===== src/design/pisosr_pkg.sv =====
package pisosr_pkg;
  localparam int PISOSR_STAGES = 8;
  localparam int PISOSR_FIFO_DEPTH = 32;
  localparam int PISOSR_CLK_PERIOD_NS = 100;
  localparam logic [7:0] PISOSR_STAGE_RESET = 8'h00;
  localparam int PISOSR_LAST_POS = PISOSR_STAGES - 1;
  localparam int PISOSR_FIRST_POS = 0;
endpackage : pisosr_pkg


===== src/design/pisosr_fifo_if.sv =====
`timescale 1ns/100ps
interface pisosr_fifo_if #(parameter int WIDTH = 8) ();
  logic in_valid;
  logic in_ready;
  logic [WIDTH-1:0] in_data;
  logic out_valid;
  logic out_ready;
  logic [WIDTH-1:0] out_data;
  modport fifo (input in_valid, output in_ready, input in_data,
                output out_valid, input out_ready, output out_data);
  modport user (output in_valid, input in_ready, output in_data,
                input out_valid, output out_ready, input out_data);
endinterface : pisosr_fifo_if


===== src/design/pisosr_fifo.sv =====
`timescale 1ns/100ps
module pisosr_fifo #(
  parameter int WIDTH = 8,
  parameter int DEPTH = 32
) (
  input wire logic ref_clk, // clock
  input wire logic rst, // sync reset, high
  pisosr_fifo_if.fifo port // both sides
);
  localparam int AW = $clog2(DEPTH);
  logic [WIDTH-1:0] mem [DEPTH];
  logic [AW-1:0] wr_reg, wr_next, rd_reg, rd_next;
  logic [AW:0] cnt_reg, cnt_next;
  logic [WIDTH-1:0] dout_reg, dout_next;
  logic vld_reg, vld_next;
  logic do_wr, do_rd;

  assign port.in_ready = (cnt_reg != (AW+1)'(DEPTH)) ? 1'b1 : 1'b0;
  assign port.out_valid = vld_reg;
  assign port.out_data = dout_reg;

  always_comb begin
    do_wr = port.in_valid && port.in_ready;
    // output register refills whenever empty or consumed and cnt_reg is nonzero
    do_rd = (cnt_reg != '0) && (!vld_reg || port.out_ready);
    wr_next = do_wr ? AW'(wr_reg + 1'b1) : wr_reg;
    rd_next = do_rd ? AW'(rd_reg + 1'b1) : rd_reg;
    cnt_next = cnt_reg;
    if (do_wr && !do_rd) begin
      cnt_next = (AW+1)'(cnt_reg + 1'b1);
    end else if (do_rd && !do_wr) begin
      cnt_next = (AW+1)'(cnt_reg - 1'b1);
    end
    dout_next = do_rd ? mem[rd_reg] : dout_reg;
    vld_next = do_rd ? 1'b1 : (port.out_ready ? 1'b0 : vld_reg);
  end

  always_ff @(posedge ref_clk) begin
    if (do_wr) begin
      mem[wr_reg] <= port.in_data;
    end
  end

  always_ff @(posedge ref_clk) begin
    if (rst) begin
      wr_reg <= '0;
      rd_reg <= '0;
      cnt_reg <= '0;
      dout_reg <= '0;
      vld_reg <= 1'b0;
    end else begin
      wr_reg <= wr_next;
      rd_reg <= rd_next;
      cnt_reg <= cnt_next;
      dout_reg <= dout_next;
      vld_reg <= vld_next;
    end
  end
endmodule : pisosr_fifo


===== src/design/pisosr_top.sv =====
`timescale 1ns/100ps
// Overview of operation
// - eight stages chained, parallel or serial fill
// - load low copies parallel inputs, no edge
// - shift on edge, serial into first stage
// - last stage on true and inverse outputs
// - cascade: last output feeds next serial input
module pisosr_top
  import pisosr_pkg::*;
#(
  parameter int STAGES = PISOSR_STAGES,
  parameter int FIFO_DEPTH = PISOSR_FIFO_DEPTH
) (
  input wire logic ref_clk, // system clock
  input wire logic rst, // sync reset, high
  input wire logic shift_clk, // shift clock pin
  input wire logic shift_not_load, // low loads, high shifts
  input wire logic clock_inhibit, // high freezes
  input wire logic serial_in, // cascade input
  input wire logic [STAGES-1:0] par_in, // parallel data, bit 0 first stage
  output logic last_stage_out, // last stage
  output logic last_stage_out_n, // inverted last stage
  output logic [STAGES-1:0] stage_q, // stage contents
  output logic bit_valid, // shifted-out bit available
  output logic bit_out, // shifted-out bit
  input wire logic bit_ready, // consumer takes bit
  output logic bit_overflow // stream bit dropped, fifo full
);
  // one-hot mode of the cycle; load outranks inhibit and the clock edge
  typedef enum logic [3:0] {
    PISOSR_MODE_IDLE = 4'h1,
    PISOSR_MODE_LOAD = 4'h2,
    PISOSR_MODE_SHIFT = 4'h4,
    PISOSR_MODE_HOLD = 4'h8
  } pisosr_mode_e;

  // pin inputs pass two flops; every pin may change at any ref_clk phase
  logic clk_s1_reg;
  logic clk_s1_next;
  logic clk_s2_reg;
  logic clk_s2_next;
  logic load_n_s1_reg;
  logic load_n_s1_next;
  logic load_n_s2_reg;
  logic load_n_s2_next;
  logic inh_s1_reg;
  logic inh_s1_next;
  logic inh_s2_reg;
  logic inh_s2_next;
  logic ser_s1_reg;
  logic ser_s1_next;
  logic ser_s2_reg;
  logic ser_s2_next;
  logic [STAGES-1:0] par_s1_reg;
  logic [STAGES-1:0] par_s1_next;
  logic [STAGES-1:0] par_s2_reg;
  logic [STAGES-1:0] par_s2_next;

  logic clk_prev_reg;
  logic clk_prev_next;
  logic rise;
  pisosr_mode_e mode;
  logic [STAGES-1:0] stage_reg;
  logic [STAGES-1:0] stage_next;
  logic [STAGES-1:0] shift_vec;
  logic out_reg;
  logic out_next;
  logic out_n_reg;
  logic out_n_next;
  logic ovf_reg;
  logic ovf_next;
  logic push;

  function automatic pisosr_mode_e pisosr_decode(
    input logic load_n, // synced shift_not_load
    input logic inhibit, // synced clock_inhibit
    input logic edge_seen // synced clock rose
  );
    pisosr_mode_e mode_v;
    mode_v = PISOSR_MODE_IDLE;
    if (!load_n) begin
      mode_v = PISOSR_MODE_LOAD;
    end else if (inhibit) begin
      mode_v = PISOSR_MODE_HOLD;
    end else if (edge_seen) begin
      mode_v = PISOSR_MODE_SHIFT;
    end
    return mode_v;
  endfunction : pisosr_decode

  pisosr_fifo_if #(.WIDTH(1)) fif ();

  pisosr_fifo #(.WIDTH(1), .DEPTH(FIFO_DEPTH)) u_fifo (
    .ref_clk(ref_clk),
    .rst(rst),
    .port(fif)
  );

  always_comb begin
    clk_s1_next = shift_clk;
    clk_s2_next = clk_s1_reg;
    load_n_s1_next = shift_not_load;
    load_n_s2_next = load_n_s1_reg;
    inh_s1_next = clock_inhibit;
    inh_s2_next = inh_s1_reg;
    // serial level travels with the clock, so the level set up before the edge wins
    ser_s1_next = serial_in;
    ser_s2_next = ser_s1_reg;
    par_s1_next = par_in;
    par_s2_next = par_s1_reg;
  end

  always_ff @(posedge ref_clk) begin
    if (rst) begin
      clk_s1_reg <= 1'b0;
      clk_s2_reg <= 1'b0;
      load_n_s1_reg <= 1'b0;
      load_n_s2_reg <= 1'b0;
      inh_s1_reg <= 1'b0;
      inh_s2_reg <= 1'b0;
      ser_s1_reg <= 1'b0;
      ser_s2_reg <= 1'b0;
      par_s1_reg <= '0;
      par_s2_reg <= '0;
    end else begin
      clk_s1_reg <= clk_s1_next;
      clk_s2_reg <= clk_s2_next;
      load_n_s1_reg <= load_n_s1_next;
      load_n_s2_reg <= load_n_s2_next;
      inh_s1_reg <= inh_s1_next;
      inh_s2_reg <= inh_s2_next;
      ser_s1_reg <= ser_s1_next;
      ser_s2_reg <= ser_s2_next;
      par_s1_reg <= par_s1_next;
      par_s2_reg <= par_s2_next;
    end
  end

  // a rise seen while inhibited is used up, so lowering inhibit never shifts
  always_comb begin
    clk_prev_next = clk_s2_reg;
    rise = clk_s2_reg && !clk_prev_reg;
    mode = pisosr_decode(load_n_s2_reg, inh_s2_reg, rise);
  end

  always_ff @(posedge ref_clk) begin
    if (rst) begin
      clk_prev_reg <= 1'b0;
    end else begin
      clk_prev_reg <= clk_prev_next;
    end
  end

  // each stage takes its upstream neighbour; the first takes the serial pin
  for (genvar gi = 0; gi < STAGES; gi++) begin : g_stage
    if (gi == PISOSR_FIRST_POS) begin : g_first
      assign shift_vec[gi] = ser_s2_reg;
    end else begin : g_chain
      assign shift_vec[gi] = stage_reg[gi-1];
    end
  end

  always_comb begin
    stage_next = stage_reg;
    push = 1'b0;
    case (mode)
      PISOSR_MODE_LOAD: begin
        // level load, not edge: sampled every cycle while low
        stage_next = par_s2_reg;
      end
      PISOSR_MODE_SHIFT: begin
        stage_next = shift_vec;
        push = 1'b1;
      end
      PISOSR_MODE_HOLD: begin
        stage_next = stage_reg;
      end
      PISOSR_MODE_IDLE: begin
        stage_next = stage_reg;
      end
      default: begin
        stage_next = stage_reg;
      end
    endcase
    // outputs track the stage value being stored, so a load shows at once
    out_next = stage_next[STAGES-1];
    out_n_next = ~stage_next[STAGES-1];
    // bit lost only if stream consumer stalls until the fifo fills
    ovf_next = ovf_reg || (push && !fif.in_ready);
  end

  always_comb begin
    fif.in_valid = push;
    fif.in_data = stage_reg[STAGES-1];
    fif.out_ready = bit_ready;
  end

  always_ff @(posedge ref_clk) begin
    if (rst) begin
      stage_reg <= PISOSR_STAGE_RESET[STAGES-1:0];
      out_reg <= 1'b0;
      out_n_reg <= 1'b1;
      ovf_reg <= 1'b0;
    end else begin
      stage_reg <= stage_next;
      out_reg <= out_next;
      out_n_reg <= out_n_next;
      ovf_reg <= ovf_next;
    end
  end

  assign last_stage_out = out_reg;
  assign last_stage_out_n = out_n_reg;
  assign stage_q = stage_reg;
  assign bit_valid = fif.out_valid;
  assign bit_out = fif.out_data;
  assign bit_overflow = ovf_reg;
endmodule : pisosr_top


===== config.mk =====
export PLATFORM = sky130hd
export DESIGN_NAME = pisosr_top
export DESIGN_NICKNAME = d
export VERILOG_FILES = /design/src/design/pisosr_pkg.sv /design/src/design/pisosr_fifo_if.sv /design/src/design/pisosr_fifo.sv /design/src/design/pisosr_top.sv
export SDC_FILE = /design/constraint.sdc
export NUM_CORES = 1
export LEC_CHECK = 0
export BUFFER_PORTS_ARGS = -buffer_cell sky130_fd_sc_hd__clkbuf_2
export CORE_MARGIN = 10
export CORE_UTILIZATION = 30
export CTS_CLUSTER_DIAMETER = 200
export CTS_CLUSTER_SIZE = 12
export DETAILED_ROUTE_END_ITERATION = 6
export SLEW_MARGIN = 15
export SYNTH_ARGS = -nofsm -noshare
export SYNTH_HDL_FRONTEND = slang
export SYNTH_HIERARCHICAL = 1
export SYNTH_SLANG_ARGS = --single-unit

===== constraint.sdc =====
create_clock -name ref_clk -period 2.9 [get_ports ref_clk]
set_input_delay 0.29 -clock ref_clk [delete_from_list [all_inputs] [get_ports ref_clk]]
set_output_delay 0.29 -clock ref_clk [all_outputs]
set_load 0.03 [all_outputs]

---- Yosys cells after proc, flatten, opt, wreduce, memory -nomap -nowiden ----
Memories as Yosys holds them, arrays and structs flattened. A register that Yosys moved wholly into a read port is not among the register bits.
Cells that the tools add are included.
word-level totals
  word-level logic and storage cells ...... 57
  latch bits .............................. 0
  ROM bits ................................ 0
  output and inout bits ................... 13
  memories kept ........................... 1
  bits in writable memories ............... 32
  bits in registers ....................... 52
memory list
  name        depth  width  rd ports  clocked after memory_dff  wr ports  line               source
  u_fifo.mem  32     1      1         1                         1         pisosr_fifo.sv:11  logic [WIDTH-1:0] mem [DEPTH];
operators by class
  bitwise gates (word level) .............. 1
  add/subtract/negate cells ............... 4
  reduce and logical (&&, ||, !) cells .... 17
  equality and inequality tests ........... 3
  $lt $le $gt $ge ......................... 0
  shifts and indexed selects .............. 0
  muxes and demuxes ....................... 12
  div/mod/pow operators ................... 0
  $mul .................................... 0
operators with widths
  cell                                                                count
  8-bit one-hot mux with 2 select lines                               1
  6-bit 2-to-1 mux                                                    2
  5-bit by 1-bit adder with 5-bit output, second input constant       2
  4-bit 2-to-1 mux                                                    2
  6-bit by 1-bit adder with 6-bit output, second input constant       1
  1-bit logical AND                                                   6
  1-bit 2-to-1 mux                                                    6
  6-bit inequality test, second input constant                        1
  2-bit nonzero test                                                  3
  6-bit nonzero test                                                  1
  6-bit by 1-bit subtractor with 6-bit output, second input constant  1
  1-bit logical NOT                                                   5
  4-bit by 2-bit == test with 1-bit output, second input constant     1
  4-bit by 3-bit == test with 1-bit output, second input constant     1
  3-bit 2-to-1 mux                                                    1
  1-bit logical OR                                                    2
  1-bit inverter                                                      1

---- Longest topological paths before layout ----
  word-level depth ........................ 12
  mapped depth ............................ 12
  gate-level depth less buffers ........... 11

---- By module ----
The synthesis kept the hierarchy.
modules (own cells, without submodules)
  module       cells each  area an instance (sq um)  instances  sequential area each (sq um)
  pisosr_fifo  225         2532.4                    1          1321.3
  pisosr_top   104         1157.4                    1          700.7

---- Least setup slack after synthesis ----
Ideal clock, no wire load.
  kind .................................... reg2reg
  start point ............................. reg load_n_s2_reg
  end point ............................... reg u_fifo.cnt_reg[4]
  buffers on the path ..................... 1
  setup time .............................. 71 ps
  stages on the path, launching flop included .. 13
  path slack .............................. 136 ps
  arrival time ............................ 2693 ps
  period minus slack after synthesis ...... 2764 ps
  cells stage by stage .................... dfxtp_1 nand4bb_1 buf_6 inv_12 a21boi_4 ha_1 inv_1 ha_1 nor2b_1 o21a_1 o21ai_0 or3b_2 a21oi_1
between the ends
  word-level cells in the longest chain between the ends .. 7
ends and longest elaborated chain
  element                                       line                 source
  from (decl)                                   pisosr_top.sv:44     logic load_n_s2_reg;
  from (signal assigned)                        pisosr_top.sv:129    load_n_s2_reg <= load_n_s2_next;
  4-bit 2-to-1 mux (*)                          pisosr_top.sv:81     if (!load_n) begin
  4-bit by 3-bit == test with 1-bit output (*)  pisosr_top.sv:166    case (mode)
  1-bit 2-to-1 mux (*)                          pisosr_top.sv:166
  net fif.in_valid                              pisosr_fifo_if.sv:3  logic in_valid;
  1-bit logical AND (*)                         pisosr_fifo.sv:23    do_wr = port.in_valid && port.in_ready;
  net u_fifo.do_wr                              pisosr_fifo.sv:16    logic do_wr, do_rd;
  1-bit logical NOT                             pisosr_fifo.sv:31    end else if (do_rd && !do_wr) begin
  1-bit logical AND                             pisosr_fifo.sv:31
  2-bit nonzero test (no source line)           n/a
  to (signal assigned)                          pisosr_fifo.sv:54    cnt_reg <= cnt_next;
  to (decl)                                     pisosr_fifo.sv:13    logic [AW:0] cnt_reg, cnt_next;
The timed path passes the listed nets; every way through them passes the cells marked *.
A chain may end at the register's enable or synchronous reset.

---- Worst setup path after layout ----
  start point ............................. reg clk_prev_reg
  end point ............................... reg u_fifo.cnt_reg[4]
between the ends
  word-level cells in the longest chain between the ends .. 11
ends and longest elaborated chain
  element                                       line                 source
  from (decl)                                   pisosr_top.sv:59     logic clk_prev_reg;
  from (signal assigned)                        pisosr_top.sv:150    clk_prev_reg <= clk_prev_next;
  1-bit logical NOT (*)                         pisosr_top.sv:142    rise = clk_s2_reg && !clk_prev_reg;
  1-bit logical AND (*)                         pisosr_top.sv:142
  3-bit 2-to-1 mux (*)                          pisosr_top.sv:85     end else if (edge_seen) begin
  4-bit 2-to-1 mux (*)                          pisosr_top.sv:83     end else if (inhibit) begin
  4-bit 2-to-1 mux (*)                          pisosr_top.sv:81
  4-bit by 3-bit == test with 1-bit output (*)  pisosr_top.sv:166
  1-bit 2-to-1 mux (*)                          pisosr_top.sv:166
  net fif.in_valid                              pisosr_fifo_if.sv:3
  1-bit logical AND (*)                         pisosr_fifo.sv:23
  net u_fifo.do_wr                              pisosr_fifo.sv:16
  1-bit logical NOT                             pisosr_fifo.sv:31
  1-bit logical AND                             pisosr_fifo.sv:31
  2-bit nonzero test (no source line)           n/a
Marks and branches as above.

==> results.py <==
metrics = {
    "status": {
        "outcome": "complete, no violations",
    },
    "timing": {
        "setup_slack_ns": 0.231,
        "worst_pin_slew_ns": 0.679,
        "hold_ws_ns": 0.162,
        "final_max_slew_viol_count": 0,
        "totalNegativeSetupSlack_ns": 0,
        "fmax_mhz": 375,
        "post-route-period-util_pct": 92.0,
        "finalHoldViolCount": 0,
        "finalCriticalPeriod_ns": 2.67,
        "fin_skew_ns": 0.00736,
        "slew_headroom_pct": 54.8,
        "setup_viol": 0,
    },
    "min_path": {
        "hold_start": "par_in[5]",
        "whs_endpoint": "par_s1_reg[5]",
        "hold_path.class": "in2reg",
        "holdPathStages": 2,
    },
    "final_layout": {
        "final_cell_area_sq_um": 4270,
        "n_antenna_cell": 0,
        "fillers": 1199,
        "nNetsFinal": 385,
        "area_growth_pct": 15.8,
        "largest_register_ffs": 32,
        "drive_above_1_share_pct": 20.4,
        "multi_input_area_sq_um": 1530,
        "regArea_sq_um": 2020,
    },
    "setup_path": {
        "critical_path_class": "reg2reg",
        "critical-path-max-stage-delay_ns": 0.45,
        "reg2reg_depth": 12,
        "worstReg2RegStart": "clk_prev_reg",
        "crit_chain": "nand4bb_1, buf_4, inv_12, a21boi_4, ha_4, inv_1, ha_1, nor2b_1, o21a_1, o21ai_0, or3b_2, a21oi_1",
        "cp-end-kind": "register",
        "crit_family": "simple AND/OR/NAND/NOR gates",
        "worst_r2r_endpoint": "u_fifo/cnt_reg[4]",
        "start_kind": "register",
        "crit_slowest_cell": "or3b_2",
        "crit_fanout": 10,
        "required_ns": 3.17,
        "r2r_setup_slack_ns": 0.23,
        "cp.arrival_ns": 2.94,
        "cp.depth": 12,
        "crit_buf_inv": 3,
    },
    "floorplanning": {
        "chipWidth_um": 131,
        "io_pins": 28,
        "core_area_sq_um": 12000,
        "die-area_sq_um": 17100,
        "die_h_um": 131,
        "start_util_pct": 30.7,
        "num_rows": 40,
    },
    "yosys": {
        "mappedNetlistNets": 356,
        "ys.flop_type": "dfxtp_1",
        "avgSynthCellArea_sq_um": 11.2,
        "ys_top_cells_by_area": "dfxtp_1, edfxtp_1, nor2_1",
        "synthesis.area_sq_um": 3690,
        "ys_async_sr_fraction_pct": 0,
        "synth_edf_count": 32,
        "ys_types": 49,
        "yosysTopAreaCell": "dfxtp_1",
        "synth_common_cells": "nor2_1, dfxtp_1, edfxtp_1",
        "ys_seq_area_share_pct": 54.8,
        "post-synth-top-count-cell": "nor2_1",
        "syn_inst": 329,
        "ys_warn_count": 6,
        "ys_seq_elements": 85,
        "yosysTopAreaCellShare_pct": 28.8,
    },
    "clock_network": {
        "cts_resized": 0,
        "cts_setup_buffers": 0,
        "cts-root-buf": "clkbuf_16",
        "cts_tree": "done",
        "postCtsHoldBufs": 0,
        "htreeDepth": 3,
        "cts_buffer_depth": 2,
        "clk_pin_slew_ns": 0.06,
        "cts_buffers": 9,
        "insertion_delay_ns": 0.33,
        "cts.sinks": 85,
    },
    "global_routing": {
        "antenna_found_initial": 0,
        "grt_overflow": 0,
        "grt_usage_pct": 8.09,
        "grt_max_degree": 34,
        "first_global_vias": 2316,
        "grt_pass1_wl_um": 10900,
    },
    "power_and_ir_drop": {
        "p_per_area_nw_per_um2": 763,
        "cellLeakagePower_nw": 1.55,
        "vdd_drop_max_uv": 304,
    },
    "route": {
        "drc": 0,
        "vias_per_cell": 4.60,
        "via_count": 2344,
        "drt-total-wl_um": 6580,
        "wl_per_cell_um": 12.9,
        "ant_nets": 0,
        "drt_iter0_markers": 191,
        "dr.pass1.iters": 4,
    },
    "place": {
        "io_buffer_count": 27,
        "gp_congestion": 0.763,
        "dpl.hpwl_um": 4450,
        "place_area_sq_um": 3970,
        "pre_cts_slack_ns": 0.0772,
    },
    "flow_run": {
        "cap_viol_max_count": 0,
    },
}
## cells by family after synthesis
logic type	after synthesis	synth area share, %
compound gates	36	6.68
xor+xnor	10	2.37
fa+ha+maj	12	4.27
buf+inv	26	4.00
flops	85	54.8
mux	11	5.97
simple gates	149	21.9
## power breakdown
group          internal (mW)  switching [mW]  leakage [nW]
clock                  0.636           0.463         0.145
sequential              1.31           0.122         0.731
combinational          0.366           0.359         0.677
## area by class of cell
| class | instances | share of cell area [%] |
|---|---|---|
| multi-input combinational | 218 | 35.9 |
| sequential | 85 | 47.3 |
| tap | 147 | 4.30 |
| inverter | 9 | 1.08 |
| clock inverter | 6 | 0.996 |
| timing repair buffer | 35 | 4.57 |
| clock buffer | 10 | 5.86 |
## placed cells by master (no fill, tap or decap), types with 2 or more instances in the layout
| cell type | instances |
|---|---|
| nor2_1 | 56 |
| dfxtp_1 | 53 |
| edfxtp_1 | 32 |
| nor2b_1 | 28 |
| clkbuf_2 | 27 |
| nand2_1 | 16 |
| a21oi_1 | 14 |
| nand3_1 | 13 |
| clkbuf_16 | 10 |
| ha_1 | 10 |
| a21oi_2 | 8 |
| inv_1 | 8 |
| buf_4 | 8 |
| xor2_1 | 7 |
| nand3b_1 | 6 |
| mux4_1 | 6 |
| nand4_1 | 5 |
| and2b_4 | 4 |
| mux2i_1 | 4 |
| o21ai_0 | 4 |
| nor4_1 | 4 |
| or3b_2 | 3 |
| xnor2_1 | 3 |
| nor3_1 | 3 |
| and2b_1 | 2 |
| inv_4 | 2 |
## how the worst max path moves through the flow
stage / slack (ns) / start / endpoint
after floorplan: 0.14 / load_n_s2_reg / u_fifo/cnt_reg[4]
after global placement: 0.13 / clk_prev_reg / u_fifo/cnt_reg[4]
after detailed placement: 0.08 / clk_prev_reg / u_fifo/cnt_reg[4]
after CTS: 0.06 / clk_prev_reg / u_fifo/cnt_reg[4]
after global routing: -0.001 / u_fifo/cnt_reg[5] / u_fifo/cnt_reg[4]
final: 0.23 / clk_prev_reg / u_fifo/cnt_reg[4]
## per-layer routing
metal / wire [um] / GRT usage [%]
met4: 136 / 4.58
met1: 3110 / 9.41
met5: 0 / 0
met2: 3100 / 12.9
met3: 238 / 2.58
## metrics by stage
step	utilization (%)	total power [mW]	instances
2_1_floorplan	-	2.01	329
3_3_place_gp	33.0	2.16	494
3_5_place_dp	33.0	2.17	494
4_1_cts	35.5	3.28	510
5_1_grt	35.6	3.46	510
6_report	35.6	3.26	510
Note: power is estimated with default switching activity, not from simulation.
